$ cat src/design/tag_ctrl_pkg.sv
/*
  constants, state and command encodings for the tag protocol state control.
  assumes a 50 MHz core clock and a command decoder ahead of the block.
*/
`default_nettype none
package tag_ctrl_pkg;
  // ------------------------------------------------------------
  // clock and timing
  // ------------------------------------------------------------
  localparam int    CLK_PERIOD_NS      = 20;
  localparam int    RETENTION_MS       = 2000;
  localparam longint RETENTION_CYCLES  = longint'(RETENTION_MS) * 64'd1000000 / CLK_PERIOD_NS;
  localparam int    HALF_BIT_NS        = 12500;
  localparam int    HALF_BIT_CYCLES    = (HALF_BIT_NS / CLK_PERIOD_NS < 1) ? 1 : HALF_BIT_NS / CLK_PERIOD_NS;
  localparam int    NUM_ACTIVE_STATES  = 3;

  // ------------------------------------------------------------
  // return link check word
  // ------------------------------------------------------------
  localparam int          CRC_WIDTH  = 16;
  localparam logic [15:0] CRC_POLY   = 16'h1021;
  localparam logic [15:0] CRC_PRESET = 16'hFFFF;
  localparam logic [3:0]  CRC_LAST   = 4'hF;

  // ------------------------------------------------------------
  // protocol states
  // ------------------------------------------------------------
  typedef enum logic [1:0] {
    ST_READY = 2'b00,
    ST_ARB   = 2'b01,
    ST_KNOWN = 2'b10,
    ST_OFF   = 2'b11
  } proto_state_e;

  // ------------------------------------------------------------
  // decoded command codes
  // ------------------------------------------------------------
  typedef enum logic [3:0] {
    CMD_GROUP_SELECT    = 4'h0,
    CMD_GROUP_UNSELECT  = 4'h1,
    CMD_SEL_FLAGS_EQ    = 4'h2,
    CMD_SEL_FLAGS_NE    = 4'h3,
    CMD_UNSEL_FLAGS_EQ  = 4'h4,
    CMD_UNSEL_FLAGS_NE  = 4'h5,
    CMD_FAIL            = 4'h6,
    CMD_SUCCESS         = 4'h7,
    CMD_RESEND          = 4'h8,
    CMD_INITIALIZE      = 4'h9,
    CMD_READ            = 4'hA,
    CMD_DATA_READ       = 4'hB,
    CMD_WRITE           = 4'hC,
    CMD_LOCK            = 4'hD
  } cmd_code_e;

  // ------------------------------------------------------------
  // encoder modes
  // ------------------------------------------------------------
  typedef enum logic [1:0] {
    ENC_IDLE = 2'b00,
    ENC_DATA = 2'b01,
    ENC_CRC  = 2'b10
  } enc_mode_e;
endpackage
`default_nettype wire

$ cat src/design/resp_bit_if.sv
/*
  response bit stream between the protocol control and the return link encoder.
  assumes both ends run on the core clock.
*/
`default_nettype none
interface resp_bit_if;
  logic valid;
  logic ready;
  logic data;
  logic last;

  modport src (output valid, output data, output last, input ready);
  modport snk (input valid, input data, input last, output ready);
endinterface
`default_nettype wire

$ cat src/design/return_link_encoder.sv
/*
  fm0 return link encoder with appended 16-bit check word, drives the load switch.
  assumes one response frame at a time and the core clock.
*/
`default_nettype none
module return_link_encoder #(
  parameter int HALF_CYCLES = tag_ctrl_pkg::HALF_BIT_CYCLES
) (
  // clock and reset
  input  wire logic     core_clk_in,
  input  wire logic     nrst_in,
  // abort when field drops
  input  wire logic     abort_in,
  // bit stream in
  resp_bit_if.snk       bits,
  // load switch
  output var  logic     load_mod_out
);
  // ------------------------------------------------------------
  // state
  // ------------------------------------------------------------
  tag_ctrl_pkg::enc_mode_e mode;
  logic [15:0]             half_cnt;
  logic                    second_half;
  logic                    cur_bit;
  logic                    cur_last;
  logic                    hold_bit;
  logic                    hold_last;
  logic                    hold_valid;
  logic [15:0]             crc;
  logic [3:0]              crc_left;
  logic                    tick;
  logic                    boundary;
  logic [15:0]             crc_base;

  function automatic logic [15:0] crc_step(input logic [15:0] c, input logic b);
    crc_step = {c[14:0], 1'b0} ^ ((c[15] ^ b) ? tag_ctrl_pkg::CRC_POLY : 16'h0000);
  endfunction

  assign tick       = (half_cnt == 16'(HALF_CYCLES - 1));
  assign boundary   = (mode == tag_ctrl_pkg::ENC_IDLE) || (tick && second_half);
  assign crc_base   = (mode == tag_ctrl_pkg::ENC_IDLE) ? tag_ctrl_pkg::CRC_PRESET : crc;
  assign bits.ready = ~hold_valid;

  // ------------------------------------------------------------
  // input holding slot
  // ------------------------------------------------------------
  always_ff @(posedge core_clk_in) begin
    if (!nrst_in || abort_in) begin
      hold_valid <= 1'b0;
      hold_bit   <= 1'b0;
      hold_last  <= 1'b0;
    end else if (bits.valid && !hold_valid) begin
      hold_valid <= 1'b1;
      hold_bit   <= bits.data;
      hold_last  <= bits.last;
    end else if (boundary && hold_valid && !(mode == tag_ctrl_pkg::ENC_CRC && crc_left != 4'h0)
                 && !(mode == tag_ctrl_pkg::ENC_DATA && cur_last)) begin
      hold_valid <= 1'b0;
    end
  end

  // ------------------------------------------------------------
  // fm0 bit timing, crc and load switching
  // ------------------------------------------------------------
  always_ff @(posedge core_clk_in) begin
    if (!nrst_in || abort_in) begin
      mode         <= tag_ctrl_pkg::ENC_IDLE;
      half_cnt     <= 16'h0000;
      second_half  <= 1'b0;
      cur_bit      <= 1'b0;
      cur_last     <= 1'b0;
      crc          <= tag_ctrl_pkg::CRC_PRESET;
      crc_left     <= 4'h0;
      load_mod_out <= 1'b0;
    end else if (boundary) begin
      half_cnt    <= 16'h0000;
      second_half <= 1'b0;
      if (mode == tag_ctrl_pkg::ENC_CRC && crc_left != 4'h0) begin
        cur_bit      <= crc[15];
        crc          <= {crc[14:0], 1'b0};
        crc_left     <= crc_left - 4'h1;
        load_mod_out <= ~load_mod_out;
      end else if (mode == tag_ctrl_pkg::ENC_DATA && cur_last) begin
        mode         <= tag_ctrl_pkg::ENC_CRC;
        cur_bit      <= crc[15];
        crc          <= {crc[14:0], 1'b0};
        crc_left     <= tag_ctrl_pkg::CRC_LAST;
        cur_last     <= 1'b0;
        load_mod_out <= ~load_mod_out;
      end else if (hold_valid) begin
        mode         <= tag_ctrl_pkg::ENC_DATA;
        cur_bit      <= hold_bit;
        cur_last     <= hold_last;
        crc          <= crc_step(crc_base, hold_bit);
        load_mod_out <= ~load_mod_out;
      end else begin
        mode <= tag_ctrl_pkg::ENC_IDLE;
      end
    end else if (tick) begin
      half_cnt    <= 16'h0000;
      second_half <= 1'b1;
      if (!cur_bit) begin
        load_mod_out <= ~load_mod_out;
      end
    end else begin
      half_cnt <= half_cnt + 16'h0001;
    end
  end
endmodule
`default_nettype wire

$ cat src/design/tag_protocol_state_control.sv
/*
  protocol state control of a passive tag: ready, arbitration and known states,
  retained already-handled flag and return link backscatter.
  assumes a decoder ahead that delivers one checked command per strobe with its
  match results, and a field detector that stays readable through short nulls.
*/
`default_nettype none
module tag_protocol_state_control #(
  parameter int unsigned RETENTION_CYCLES = 32'(tag_ctrl_pkg::RETENTION_CYCLES),
  parameter int          HALF_CYCLES      = tag_ctrl_pkg::HALF_BIT_CYCLES
) (
  // clock and reset
  input  wire logic       core_clk_in,
  input  wire logic       nrst_in,
  // field detect
  input  wire logic       field_on_in,
  // decoded command
  input  wire logic       cmd_valid_in,
  input  wire logic [3:0] cmd_code_in,
  input  wire logic       cmd_crc_ok_in,
  input  wire logic       criteria_match_in,
  input  wire logic       uid_match_in,
  input  wire logic       flag_value_in,
  // response bits
  input  wire logic       resp_valid_in,
  input  wire logic       resp_data_in,
  input  wire logic       resp_last_in,
  output var  logic       resp_ready_out,
  // status
  output var  logic [1:0] state_out,
  output var  logic       handled_flag_out,
  output var  logic       cmd_done_out,
  output var  logic       cmd_ignored_out,
  // load switch
  output var  logic       load_mod_out
);
  // ------------------------------------------------------------
  // declarations
  // ------------------------------------------------------------
  tag_ctrl_pkg::proto_state_e state;
  tag_ctrl_pkg::proto_state_e next_state;
  logic                       handled;
  logic                       next_handled;
  logic [31:0]                null_cnt;
  logic                       cmd_take;
  logic                       active;
  logic                       enc_load;
  resp_bit_if                 rb ();

  // ------------------------------------------------------------
  // command activity per state
  // ------------------------------------------------------------
  function automatic logic cmd_active(input logic [3:0] c, input tag_ctrl_pkg::proto_state_e s);
    logic r;
    logic i;
    logic d;
    r = (s == tag_ctrl_pkg::ST_READY);
    i = (s == tag_ctrl_pkg::ST_ARB);
    d = (s == tag_ctrl_pkg::ST_KNOWN);
    case (c)
      tag_ctrl_pkg::CMD_GROUP_SELECT,
      tag_ctrl_pkg::CMD_SEL_FLAGS_EQ,
      tag_ctrl_pkg::CMD_SEL_FLAGS_NE:   cmd_active = r | i;
      tag_ctrl_pkg::CMD_GROUP_UNSELECT,
      tag_ctrl_pkg::CMD_UNSEL_FLAGS_EQ,
      tag_ctrl_pkg::CMD_UNSEL_FLAGS_NE,
      tag_ctrl_pkg::CMD_FAIL,
      tag_ctrl_pkg::CMD_SUCCESS,
      tag_ctrl_pkg::CMD_RESEND:         cmd_active = i;
      tag_ctrl_pkg::CMD_INITIALIZE,
      tag_ctrl_pkg::CMD_READ,
      tag_ctrl_pkg::CMD_WRITE:          cmd_active = r | i | d;
      tag_ctrl_pkg::CMD_DATA_READ:      cmd_active = i | d;
      tag_ctrl_pkg::CMD_LOCK:           cmd_active = d;
      default:                          cmd_active = 1'b0;
    endcase
  endfunction

  // ------------------------------------------------------------
  // flag based match
  // ------------------------------------------------------------
  function automatic logic flag_match(input logic [3:0] c, input logic f, input logic v);
    if (c == tag_ctrl_pkg::CMD_SEL_FLAGS_EQ || c == tag_ctrl_pkg::CMD_UNSEL_FLAGS_EQ) begin
      flag_match = (f == v);
    end else begin
      flag_match = (f != v);
    end
  endfunction

  assign cmd_take = field_on_in && cmd_valid_in && cmd_crc_ok_in;
  assign active   = cmd_active(cmd_code_in, state);

  // ------------------------------------------------------------
  // next state and flag
  // ------------------------------------------------------------
  always_comb begin
    next_state   = state;
    next_handled = handled;
    if (!field_on_in) begin
      next_state = tag_ctrl_pkg::ST_OFF;
    end else if (state == tag_ctrl_pkg::ST_OFF) begin
      next_state = tag_ctrl_pkg::ST_READY;
    end else if (cmd_take && active) begin
      case (cmd_code_in)
        tag_ctrl_pkg::CMD_GROUP_SELECT: begin
          if (criteria_match_in) next_state = tag_ctrl_pkg::ST_ARB;
        end
        tag_ctrl_pkg::CMD_SEL_FLAGS_EQ,
        tag_ctrl_pkg::CMD_SEL_FLAGS_NE: begin
          if (flag_match(cmd_code_in, handled, flag_value_in)) next_state = tag_ctrl_pkg::ST_ARB;
        end
        tag_ctrl_pkg::CMD_GROUP_UNSELECT: begin
          if (criteria_match_in) next_state = tag_ctrl_pkg::ST_READY;
        end
        tag_ctrl_pkg::CMD_UNSEL_FLAGS_EQ,
        tag_ctrl_pkg::CMD_UNSEL_FLAGS_NE: begin
          if (flag_match(cmd_code_in, handled, flag_value_in)) next_state = tag_ctrl_pkg::ST_READY;
        end
        tag_ctrl_pkg::CMD_INITIALIZE: begin
          next_state = tag_ctrl_pkg::ST_READY;
        end
        tag_ctrl_pkg::CMD_DATA_READ: begin
          if (uid_match_in) begin
            next_state   = tag_ctrl_pkg::ST_KNOWN;
            next_handled = 1'b1;
          end
        end
        tag_ctrl_pkg::CMD_READ,
        tag_ctrl_pkg::CMD_WRITE: begin
          if (uid_match_in) begin
            next_state   = tag_ctrl_pkg::ST_KNOWN;
            next_handled = 1'b1;
          end
        end
        default: begin
          next_state = state;
        end
      endcase
    end
  end

  // ------------------------------------------------------------
  // protocol state register
  // ------------------------------------------------------------
  always_ff @(posedge core_clk_in) begin
    if (!nrst_in) begin
      state <= tag_ctrl_pkg::ST_READY;
    end else begin
      state <= next_state;
    end
  end

  // ------------------------------------------------------------
  // handled flag and null timer
  // ------------------------------------------------------------
  always_ff @(posedge core_clk_in) begin
    if (!nrst_in) begin
      handled  <= 1'b0;
      null_cnt <= 32'h00000000;
    end else if (field_on_in) begin
      null_cnt <= 32'h00000000;
      handled  <= next_handled;
    end else if (null_cnt >= RETENTION_CYCLES - 32'h00000001) begin
      handled  <= 1'b0;
    end else begin
      null_cnt <= null_cnt + 32'h00000001;
    end
  end

  // ------------------------------------------------------------
  // status outputs
  // ------------------------------------------------------------
  always_ff @(posedge core_clk_in) begin
    if (!nrst_in) begin
      state_out        <= tag_ctrl_pkg::ST_READY;
      handled_flag_out <= 1'b0;
      cmd_done_out     <= 1'b0;
      cmd_ignored_out  <= 1'b0;
      resp_ready_out   <= 1'b0;
      load_mod_out     <= 1'b0;
    end else begin
      state_out        <= next_state;
      handled_flag_out <= field_on_in ? next_handled : handled;
      cmd_done_out     <= cmd_take && active && state != tag_ctrl_pkg::ST_OFF;
      cmd_ignored_out  <= cmd_take && !active;
      resp_ready_out   <= rb.ready && field_on_in && !(rb.valid && rb.ready);
      load_mod_out     <= enc_load && field_on_in;
    end
  end

  // ------------------------------------------------------------
  // return link
  // ------------------------------------------------------------
  assign rb.valid = resp_valid_in && resp_ready_out;
  assign rb.data  = resp_data_in;
  assign rb.last  = resp_last_in;

  return_link_encoder #(
    .HALF_CYCLES (HALF_CYCLES)
  ) u_encoder (
    .core_clk_in  (core_clk_in),
    .nrst_in      (nrst_in),
    .abort_in     (!field_on_in),
    .bits         (rb.snk),
    .load_mod_out (enc_load)
  );
endmodule
`default_nettype wire

$ cat config.mk
export PLATFORM = sky130hd
export DESIGN_NAME = tag_protocol_state_control
export DESIGN_NICKNAME = d
export VERILOG_FILES = /design/src/design/tag_ctrl_pkg.sv /design/src/design/resp_bit_if.sv /design/src/design/return_link_encoder.sv /design/src/design/tag_protocol_state_control.sv
export SDC_FILE = /design/constraint.sdc
export NUM_CORES = 1
export LEC_CHECK = 0
export CAP_MARGIN = 20
export CORE_UTILIZATION = 45
export CTS_BUF_LIST = sky130_fd_sc_hd__clkbuf_16
export DETAILED_ROUTE_END_ITERATION = 10
export DONT_BUFFER_PORTS = 1
export GPL_TIMING_DRIVEN = 0
export PLACE_DENSITY = 0.64
export RECOVER_POWER = 25
export SLEW_MARGIN = 20
export SYNTH_ARGS = -nofsm -noshare
export SYNTH_HDL_FRONTEND = slang
export SYNTH_SLANG_ARGS = --single-unit
$ cat constraint.sdc
create_clock -name core_clk_in -period 2.5 [get_ports core_clk_in]
set_input_delay 0.5 -clock core_clk_in [delete_from_list [all_inputs] [get_ports core_clk_in]]
set_output_delay 0.5 -clock core_clk_in [all_outputs]
set_load 0.02 [all_outputs]
# --- Word-level counts from Yosys, hierarchy flattened ---
# Index checks and enable logic that the tools add are counted.
word_totals:
  regBits: 85
  inputBits: 15
  output_inout_bits: 7
op_classes:
  add_sub_neg: 3
  order_cmp: 1
  n_eq_ne: 31
  n_mux: 48
  bitwise_logic: 9
  n_reduce_logical: 52
ops:
  columns: ["cell", "count"]
  rows:
  - ["16-bit two-way mux", 4]
  - ["32-bit by 1-bit adder with 32-bit output, second input constant", 1]
  - ["32-bit by 27-bit greater-or-equal comparator with 1-bit output, second input constant", 1]
  - ["1-bit two-way mux", 30]
  - ["4-bit == test, second input constant", 6]
  - ["2-bit two-way mux", 9]
  - ["1-bit logical AND", 17]
  - ["16-bit by 1-bit adder with 16-bit output, second input constant", 1]
  - ["16-bit by 10-bit == test with 1-bit output, second input constant", 1]
  - ["4-bit by 3-bit == test with 1-bit output, second input constant", 4]
  - ["4-bit != test, second input constant", 4]
  - ["16-bit bitwise XOR", 1]
  - ["13-bit two-way mux", 1]
  - ["2-bit one-hot mux with 6 select lines", 1]
  - ["3-bit OR reduction", 4]
  - ["2-bit nonzero test", 5]
  - ["4-bit by 2-bit == test with 1-bit output, second input constant", 2]
  - ["4-bit two-way mux", 2]
  - ["8-bit by 2-bit != test with 1-bit output, second input constant", 1]
  - ["2-bit OR reduction", 4]
  - ["1-bit logical NOT", 7]
  - ["7-bit AND reduction", 1]
  - ["2-bit == test, second input constant", 3]
  - ["2-bit AND reduction", 3]
  - ["other kinds (20)", 31]

# --- Longest topological paths before layout ---
# Gate-level depths: netlist (run 1).
depth:
  depth_word: 13
  mapped_depth: 9
  depth_no_buf: 7

# --- Cells and area by module ---
# From an unflattened synthesis (run 1), not the netlist that was laid out.
hier_totals:
  cells_unflattened: 475
  hier_area_um2: 4021.4
by_module_without_submodules:
  columns: ["module", "instances", "cells_each", "area_each_um2", "seq_area_each_um2"]
  rows:
  - ["tag_protocol_state_control", 1, 246, 2057.0, 800.8]
  - ["return_link_encoder", 1, 229, 1964.4, 900.9]

# --- Least setup slack after synthesis (run 1) ---
# OpenSTA, ideal clock, no wires.
synth_timing:
  path_kind: "register to register"
  from: "reg u_encoder.crc_left[0]"
  to: "reg u_encoder.load_mod_out"
  setup_time_ns: 0.121
  arrival_ns: 2.143
  t_required_ns: 2.379
  setup_slack_ns: 0.236
  path_stages_with_launch: 8
  period_less_slack_ns: 2.264
  cell_sequence: "dfxtp_1 inv_1 ha_1 or3b_2 a31oi_1 a22oi_1 a21oi_1 mux2_2"
synth_via:
  elab_chain_len: 4
  elab_cells_between_ends: 6
  cone_classes: "eq/ne: 1; mux: 2; reduce/logical: 3"
synth_lines:
  columns: ["item", "line_no", "text"]
  rows:
  - ["from (decl)", "return_link_encoder.sv:31", "logic [3:0] crc_left;"]
  - ["from (signal assigned)", "return_link_encoder.sv:82", "crc_left <= crc_left - 4'h1;"]
  - ["from (signal assigned)", "return_link_encoder.sv:88", "crc_left <= tag_ctrl_pkg::CRC_LAST;"]
  - ["4-bit nonzero test *", "return_link_encoder.sv:79", "if (mode == tag_ctrl_pkg::ENC_CRC && crc_left != 4'h0) begin"]
  - ["1-bit logical AND *", "return_link_encoder.sv:79", null]
  - ["4-bit by 3-bit != test with 1-bit output (no source line) / 1-bit two-way mux (equally long branches)", null, null]
  - ["3-bit AND reduction (no source line) / 1-bit two-way mux (equally long branches)", null, null]
  - ["to (signal assigned)", "return_link_encoder.sv:83", "load_mod_out <= ~load_mod_out;"]
  - ["to (signal assigned)", "return_link_encoder.sv:90", "load_mod_out <= ~load_mod_out;"]
  - ["to (signal assigned)", "return_link_encoder.sv:96", "load_mod_out <= ~load_mod_out;"]
  - ["to (decl)", "return_link_encoder.sv:17", "output var logic load_mod_out"]
# Every way passes the cells marked *; elsewhere a longest branch is shown, timed or not.
# A chain may end at the register's enable or synchronous reset.

# --- Worst setup path after layout (run 1) ---
# Ends and elaborated chain as after synthesis.

==> results of run 1 <==
[report_power, final]
part	total, mW	switching [mW]	internal, mW	leakage [nW]
registers	1.38	0.0138	1.36	0.686
clock network	1.27	0.510	0.757	0.136
logic	0.0897	0.0569	0.0328	0.676
[cells in the final DEF, fill, tap and decap left out, types with 3 or more instances in the layout]
master / synthesis / routed
sky130_fd_sc_hd__nand2_1: 32 / 32
sky130_fd_sc_hd__nor4_1: 5 / 4
sky130_fd_sc_hd__o21a_1: 3 / 3
sky130_fd_sc_hd__or4_1: 11 / 11
sky130_fd_sc_hd__nand2b_1: 5 / 5
sky130_fd_sc_hd__mux2i_1: 9 / 9
sky130_fd_sc_hd__a2111oi_0: 3 / 3
sky130_fd_sc_hd__nor3_1: 21 / 21
sky130_fd_sc_hd__inv_1: 16 / 16
sky130_fd_sc_hd__nand4_1: 9 / 9
sky130_fd_sc_hd__and2_1: 11 / 7
sky130_fd_sc_hd__or2_2: 4 / 4
sky130_fd_sc_hd__a31o_2: 3 / 3
sky130_fd_sc_hd__nand3_1: 22 / 22
sky130_fd_sc_hd__ha_1: 4 / 3
sky130_fd_sc_hd__or3_1: 6 / 6
sky130_fd_sc_hd__nor2_1: 64 / 64
sky130_fd_sc_hd__and2_0: 0 / 4
sky130_fd_sc_hd__clkbuf_1: 14 / 13
sky130_fd_sc_hd__xor2_1: 9 / 9
sky130_fd_sc_hd__dfxtp_1: 85 / 85
sky130_fd_sc_hd__o31ai_1: 7 / 7
sky130_fd_sc_hd__nor2b_1: 3 / 3
sky130_fd_sc_hd__and3_1: 8 / 8
sky130_fd_sc_hd__o211ai_1: 5 / 5
sky130_fd_sc_hd__o21ai_0: 25 / 25
sky130_fd_sc_hd__xnor2_1: 14 / 14
sky130_fd_sc_hd__nor4b_1: 3 / 3
sky130_fd_sc_hd__clkbuf_16: 0 / 9
sky130_fd_sc_hd__a21oi_1: 29 / 29
sky130_fd_sc_hd__a31oi_1: 4 / 3
[through the flow]
stage	power (mW)	setup TNS (ns)	area, sq um	std cells
floorplan	1.47	0	3990	473
global placement	1.49	-0.0764	4120	578
detailed placement	1.50	-0.124	4120	578
CTS	2.77	0	4410	593
global route	2.83	0	4420	593
finish	2.73	0	4420	593
[area by class of cell]
class | count | area share
inverter | 16 | 0.0136
buffer | 20 | 0.0212
clock buffer | 9 | 0.0509
clock inverter | 6 | 0.0125
sequential | 85 | 0.385
multi-input combinational | 352 | 0.487
tap | 105 | 0.0297
[logic make-up (layout without fill, tap and decap cells)]
logic type	after synthesis	in the layout
adder cells (fa/ha/maj)	4	4
AND/OR/NAND/NOR	217	217
multiplexers	10	10
XOR/XNOR	24	24
AO/OA/AOI/OAI	97	97
buffers and inverters	36	51
flip-flops	85	85
[Yosys cell counts (all sizes together) (2+ instances only)]
cell type / count
dfxtp: 85
nor2: 64
nand2: 32
a21oi: 29
o21ai: 25
nand3: 22
nor3: 21
inv: 16
clkbuf: 14
xnor2: 14
and2: 11
or4: 11
mux2i: 9
nand4: 9
xor2: 9
and3: 8
o31ai: 7
buf: 6
nor4: 6
or3: 6
nand2b: 5
o211ai: 5
a2111oi: 4
a31oi: 4
and4: 4
ha: 4
or2: 4
a31o: 3
nor2b: 3
nor4b: 3
o21a: 3
or3b: 3
a211oi: 2
a311oi: 2
nor3b: 2
o2111ai: 2
o221a: 2
o311ai: 2
[registers in the layout, summed over array words and instances, names as in the netlist]
signal and count:
handled 1, u_encoder.cur_last 1, cmd_ignored_out 1, u_encoder.mode 2, cmd_done_out 1, u_encoder.hold_last 1, u_encoder.load_mod_out 1, resp_ready_out 1
u_encoder.hold_bit 1, u_encoder.half_cnt 16, u_encoder.crc_left 4, state_out 2, u_encoder.cur_bit 1, u_encoder.hold_valid 1, load_mod_out 1, u_encoder.crc 16
handled_flag_out 1, u_encoder.second_half 1, null_cnt 32
[per-layer routing]
metal	share of wire	vias up	routed length (microns)	GRT usage
met5	0	-	0	0
met4	0.012	0	102	0.0833
met3	0.020	10	167	0.0332
met2	0.48	33	3980	0.320
met1	0.49	1568	4100	0.244
li1	-	1735	-	-
[final timing paths]
kind                                       startpoint                     end  slack (ns)  cells after the start
worst min-delay path                      field_on_in            state_out[1]        0.27                      1
worst max register to register  u_encoder.crc_left[0]  u_encoder.load_mod_out        0.14                      7
worst min register to register           null_cnt[31]            null_cnt[31]        0.46                      1
worst max-delay path            u_encoder.crc_left[0]  u_encoder.load_mod_out        0.14                      7
==> insert_results.sql, run 1 <==
INSERT INTO impl_metrics (metric_group, metric, value, unit) VALUES
('timing', 'hold_violations', '0', ''),
('final_layout', 'finish.net_count', '503', ''),
('job', 'max_cap_viols', '0', ''),
('routing', 'drt_pre_antenna_iters', '4', ''),
('grt', 'overflow', '0', ''),
('die', 'die_x', '96.1', 'microns'),
('setup_path', 'worstPathBufferInverterCount', '1', ''),
('final_layout', 'post-route-util', '0.527', ''),
('logic_synthesis', 'ys_types', '58', ''),
('routing', 'drtAntennaViolNets', '0', ''),
('routing', 'wl_per_cell', '14.1', 'microns'),
('clock_tree', 'clockRootBuffer', 'sky130_fd_sc_hd__clkbuf_16', ''),
('grt', 'gr-usage-all-layers', '0.193', ''),
('grt', 'wire_length_of_the_first_global_routing_pass', '13900', 'microns'),
('routing', 'detailedRoute.firstIterationViolations', '110', ''),
('timing', 'setup_ws', '0.137', 'ns'),
('routing', 'post_drt_via_cell_ratio', '5.64', ''),
('logic_synthesis', 'synth_mux_area_frac', '0.0254', ''),
('final_layout', 'diodes', '0', ''),
('grt', 'grt_max_degree', '14', ''),
('logic_synthesis', 'post_synthesis_adder_cell_area_fraction', '0.0126', ''),
('die', 'core_area', '8380', 'sq um'),
('timing', 'minimum_clock_period_after_layout', '2.36', 'ns'),
('routing', 'route.detailed.drc', '0', ''),
('min_path', 'worstHoldPathType', 'primary input to flop', ''),
('logic_synthesis', 'yosys_register_bits', '85', ''),
('logic_synthesis', 'synth-compound-area-share', '0.158', ''),
('clock_tree', 'clock_insertion_delay_worst_skew', '0.33', 'ns'),
('routing', 'detail_route.wirelength', '8340', 'microns'),
('timing', 'whs', '0.273', 'ns'),
('timing', 'min_period_over_period', '0.945', ''),
('logic_synthesis', 'syn_area', '3990', 'sq um'),
('final_layout', 'area_delta_synth_final', '10.9', '%'),
('timing', 'worst_pin_slew', '0.867', 'ns'),
('die', 'start_util', '0.476', ''),
('clock_tree', 'numCtsBuffers', '9', ''),
('logic_synthesis', 'synth_top_cell_area_share', '0.427', ''),
('placed_design', 'input_output_buffers', '0', ''),
('logic_synthesis', 'synth-simple-area-share', '0.283', ''),
('clock_tree', 'post_cts.resized_instances', '1', ''),
('timing', 'finalSetupViolations', '0', ''),
('clock_tree', 'clock_path_buffers', '2', ''),
('setup_path', 'timing.critical_path.cells', 'inv_1, ha_1, or3b_2, a31oi_2, a22oi_2, a21oi_1, mux2_2', ''),
('placed_design', 'post-place-ws', '-0.124', 'ns'),
('routing', 'vias', '3346', ''),
('timing', 'finalClockSkew', '0.00846', 'ns'),
('die', 'num_io_pins', '22', ''),
('die', 'dieArea', '9240', 'sq um'),
('setup_path', 'critical_path_arrival', '2.58', 'ns'),
('logic_synthesis', 'post_synth_xor_area_fraction', '0.0562', ''),
('logic_synthesis', 'syn-num-nets', '492', ''),
('logic_synthesis', 'yosysWarnings', '0', ''),
('logic_synthesis', 'synth_area_per_cell', '8.43', 'sq um'),
('setup_path', 'worst_path_dominant_cell_family', 'compound AO/OA/AOI/OAI gates', ''),
('outcome', 'run_status', 'finished clean', ''),
('timing', 'rsz0062_at_grt', 'no', ''),
('logic_synthesis', 'synthTopCellsByArea', 'sky130_fd_sc_hd__dfxtp_1 (43%), sky130_fd_sc_hd__nor2_1 (6.0%), sky130_fd_sc_hd__a21oi_1 (3.6%), sky130_fd_sc_hd__o21ai_0 (3.1%), sky130_fd_sc_hd__xnor2_1 (3.1%)', ''),
('pwr', 'max-vdd-ir-drop', '0.000351', 'V'),
('logic_synthesis', 'synth_top_cell_by_area', 'sky130_fd_sc_hd__dfxtp_1', ''),
('pwr', 'cellPowerDensity', '618', 'nW/um^2'),
('setup_path', 'worst_path_max_delay_cell', 'sky130_fd_sc_hd__or3b_2', ''),
('placed_design', 'place_hpwl', '5750', 'microns'),
('logic_synthesis', 'synth_cells', '473', ''),
('timing', 'fmax', '423', 'MHz'),
('logic_synthesis', 'number_of_enable_flip_flop_cells_after_synthesis', '0', ''),
('clock_tree', 'tritoncts', 'done', ''),
('final_layout', 'ff_latch_area', '1700', 'sq um'),
('setup_path', 'critPathKind', 'flop to flop', ''),
('die', 'rows', '33', ''),
('logic_synthesis', 'dominantRegCellSynth', 'sky130_fd_sc_hd__dfxtp_1', ''),
('logic_synthesis', 'yosysSeqAreaShare', '0.427', '');
(Power assumes the default switching activity.)
==> inputs of run 2 (changes only) <==
Settings changed: GPL_TIMING_DRIVEN 0 to unset.
==> insert_results.sql, run 2 (synthesis results as in run 1) <==
INSERT INTO impl_metrics (metric_group, metric, value, unit) VALUES
('outcome', 'run_status', 'finished clean', ''),
('setup_path', 'critical_path_arrival', '2.54', 'ns'),
('die', 'die_x', '96.1', 'microns'),
('setup_path', 'crit_path_end_kind', 'flop', ''),
('clock_tree', 'cts-hold-fix-buffers', '0', ''),
('clock_tree', 'clock_insertion_delay_worst_skew', '0.33', 'ns'),
('clock_tree', 'path_clk_slew', '0.07', 'ns'),
('grt', 'overflow', '0', ''),
('job', 'max_cap_viols', '0', ''),
('min_path', 'worstHoldPathType', 'primary input to flop', ''),
('placed_design', 'gp_congestion', '0.810', ''),
('pwr', 'max-vdd-ir-drop', '0.000275', 'V'),
('timing', 'finalClockSkew', '0.00701', 'ns'),
('clock_tree', 'clockRootBuffer', 'sky130_fd_sc_hd__clkbuf_16', ''),
('clock_tree', 'tritoncts', 'done', ''),
('timing', 'totalNegativeSetupSlack', '0', 'ns'),
('final_layout', 'finish.net_count', '492', ''),
('pwr', 'static_leak', '1.51', 'nW'),
('clock_tree', 'clock_sink_count', '85', ''),
('timing', 'setup_ws', '0.223', 'ns'),
('setup_path', 'worst_ep_required_time', '2.77', 'ns'),
('setup_path', 'rr_startpoint', 'null_cnt[0]', ''),
('pwr', 'power.total', '2.82', 'mW'),
('final_layout', 'final_area', '4400', 'sq um'),
('grt', 'gr-usage-all-layers', '0.181', ''),
('routing', 'drt_pre_antenna_iters', '4', ''),
('final_layout', 'reg_top3', 'null_cnt (32), u_encoder.crc (16), u_encoder.half_cnt (16)', ''),
('setup_path', 'critPathMaxFanout', '8', ''),
('timing', 'max_slew_margin', '0.429', ''),
('die', 'rows', '33', ''),
('final_layout', 'post-route-util', '0.525', ''),
('clock_tree', 'numCtsBuffers', '9', ''),
('timing', 'min_period_over_period', '0.911', ''),
('min_path', 'holdCritStartpoint', 'field_on_in', ''),
('placed_design', 'post-place-cells', '567', ''),
('final_layout', 'diodes', '0', ''),
('final_layout', 'fill_cells', '789', ''),
('timing', 'whs', '0.271', 'ns'),
('timing', 'rsz0062_at_grt', 'no', ''),
('timing', 'fmax', '439', 'MHz'),
('clock_tree', 'cts_max_level', '3', ''),
('routing', 'post_drt_via_cell_ratio', '5.64', ''),
('grt', 'grt_max_degree', '21', ''),
('routing', 'drtAntennaViolNets', '0', ''),
('die', 'start_util', '0.476', ''),
('routing', 'vias', '3290', ''),
('timing', 'worst_pin_slew', '0.855', 'ns'),
('final_layout', 'flip_flop_count_of_the_largest_register_all_copies_and_words_added', '32', ''),
('setup_path', 'critPathKind', 'flop to flop', ''),
('grt', 'antenna_found_initial', '0', ''),
('final_layout', 'area_delta_synth_final', '10.3', '%'),
('grt', 'use_met3', '0.0450', ''),
('die', 'die_height', '96.1', 'microns'),
('setup_path', 'critical_path.startpoint', 'null_cnt[0]', ''),
('placed_design', 'placed_cell_area', '4090', 'sq um'),
('routing', 'route.detailed.drc', '0', ''),
('final_layout', 'post_route_cells_drive_above_1_share', '0.0858', ''),
('pwr', 'cellPowerDensity', '640', 'nW/um^2'),
('grt', 'groute.layer.met1.usage', '0.225', ''),
('timing', 'hold_violations', '0', ''),
('grt', 'first_global_vias', '2964', ''),
('final_layout', 'layout.cells.most_common_list', 'sky130_fd_sc_hd__dfxtp_1 (85), sky130_fd_sc_hd__nor2_1 (64), sky130_fd_sc_hd__nand2_1 (32)', ''),
('die', 'num_io_pins', '22', ''),
('routing', 'wl_per_cell', '13.5', 'microns'),
('setup_path', 'critical_path.startpoint_type', 'flop', ''),
('clock_tree', 'post_cts.resized_instances', '0', ''),
('placed_design', 'place_hpwl', '5350', 'microns'),
('final_layout', 'largest-register', 'null_cnt', ''),
('grt', 'grt_busiest_layer', 'met2', ''),
('placed_design', 'post-place-ws', '0.255', 'ns'),
('die', 'dieArea', '9240', 'sq um'),
('timing', 'minimum_clock_period_after_layout', '2.28', 'ns'),
('grt', 'wire_length_of_the_first_global_routing_pass', '13200', 'microns'),
('grt', 'grt.met2_usage', '0.303', ''),
('final_layout', 'final_cells', '583', ''),
('placed_design', 'input_output_buffers', '0', ''),
('die', 'core_area', '8380', 'sq um'),
('final_layout', 'mostFrequentLayoutCell', 'sky130_fd_sc_hd__dfxtp_1', ''),
('clock_tree', 'clock_path_buffers', '2', ''),
('clock_tree', 'post-cts-setup-buffer-count', '0', ''),
('timing', 'maxSlewViolCount', '0', ''),
('timing', 'finalSetupViolations', '0', ''),
('routing', 'detail_route.wirelength', '7850', 'microns'),
('routing', 'detailedRoute.firstIterationViolations', '92', '');
==> run 2: changes by cell type in the layout (fill, tap and decap cells not counted), moves of 2 or more <==
cell	previous run	this run
sky130_fd_sc_hd__clkinv_2	2	0
sky130_fd_sc_hd__clkinv_1	2	0
sky130_fd_sc_hd__buf_4	2	8
sky130_fd_sc_hd__clkbuf_1	13	1
sky130_fd_sc_hd__buf_2	2	0
sky130_fd_sc_hd__clkinv_4	0	3
==> run 2: area by class of cell <==
class / instances / area (sq um) / area share
Tap cell: 105 / 131 / 0.0299
Multi-Input combinational cell: 352 / 2130 / 0.485
Clock buffer: 9 / 225 / 0.0512
Clock inverter: 7 / 83.8 / 0.0191
Sequential cell: 85 / 1700 / 0.387
Timing Repair Buffer: 9 / 63.8 / 0.0145
Inverter: 16 / 60.1 / 0.0137
==> run 2: worst max-delay path: stages (launching register included) <==
cell and delay [ns]:
sky130_fd_sc_hd__dfxtp_1 0.39, sky130_fd_sc_hd__ha_1 0.24, sky130_fd_sc_hd__nand4_1 0.20, sky130_fd_sc_hd__or4_1 0.69
sky130_fd_sc_hd__or4_1 0.55, sky130_fd_sc_hd__a21oi_1 0.14
==> run 2: layer usage <==
| layer | vias up | wire (microns) |
|---|---|---|
| li1 | 1717 | - |
| met1 | 1536 | 3840 |
| met2 | 30 | 3790 |
| met3 | 7 | 162 |
| met4 | 0 | 53 |
| met5 | - | 0 |
==> run 2: power breakdown <==
group	total, mW	switching [mW]	internal (mW)
registers	1.37	0.0134	1.36
logic	0.0773	0.0450	0.0323
clock network	1.36	0.575	0.790
total	2.82	0.633	2.18
==> run 2: worst paths after layout <==
kind / end / slack, ns / depth (start not counted)
worst max-delay path: null_cnt[22] / 0.22 / 5
worst min register to register: null_cnt[29] / 0.46 / 1
worst min-delay path: state_out[1] / 0.27 / 1
worst max register to register: null_cnt[22] / 0.22 / 5
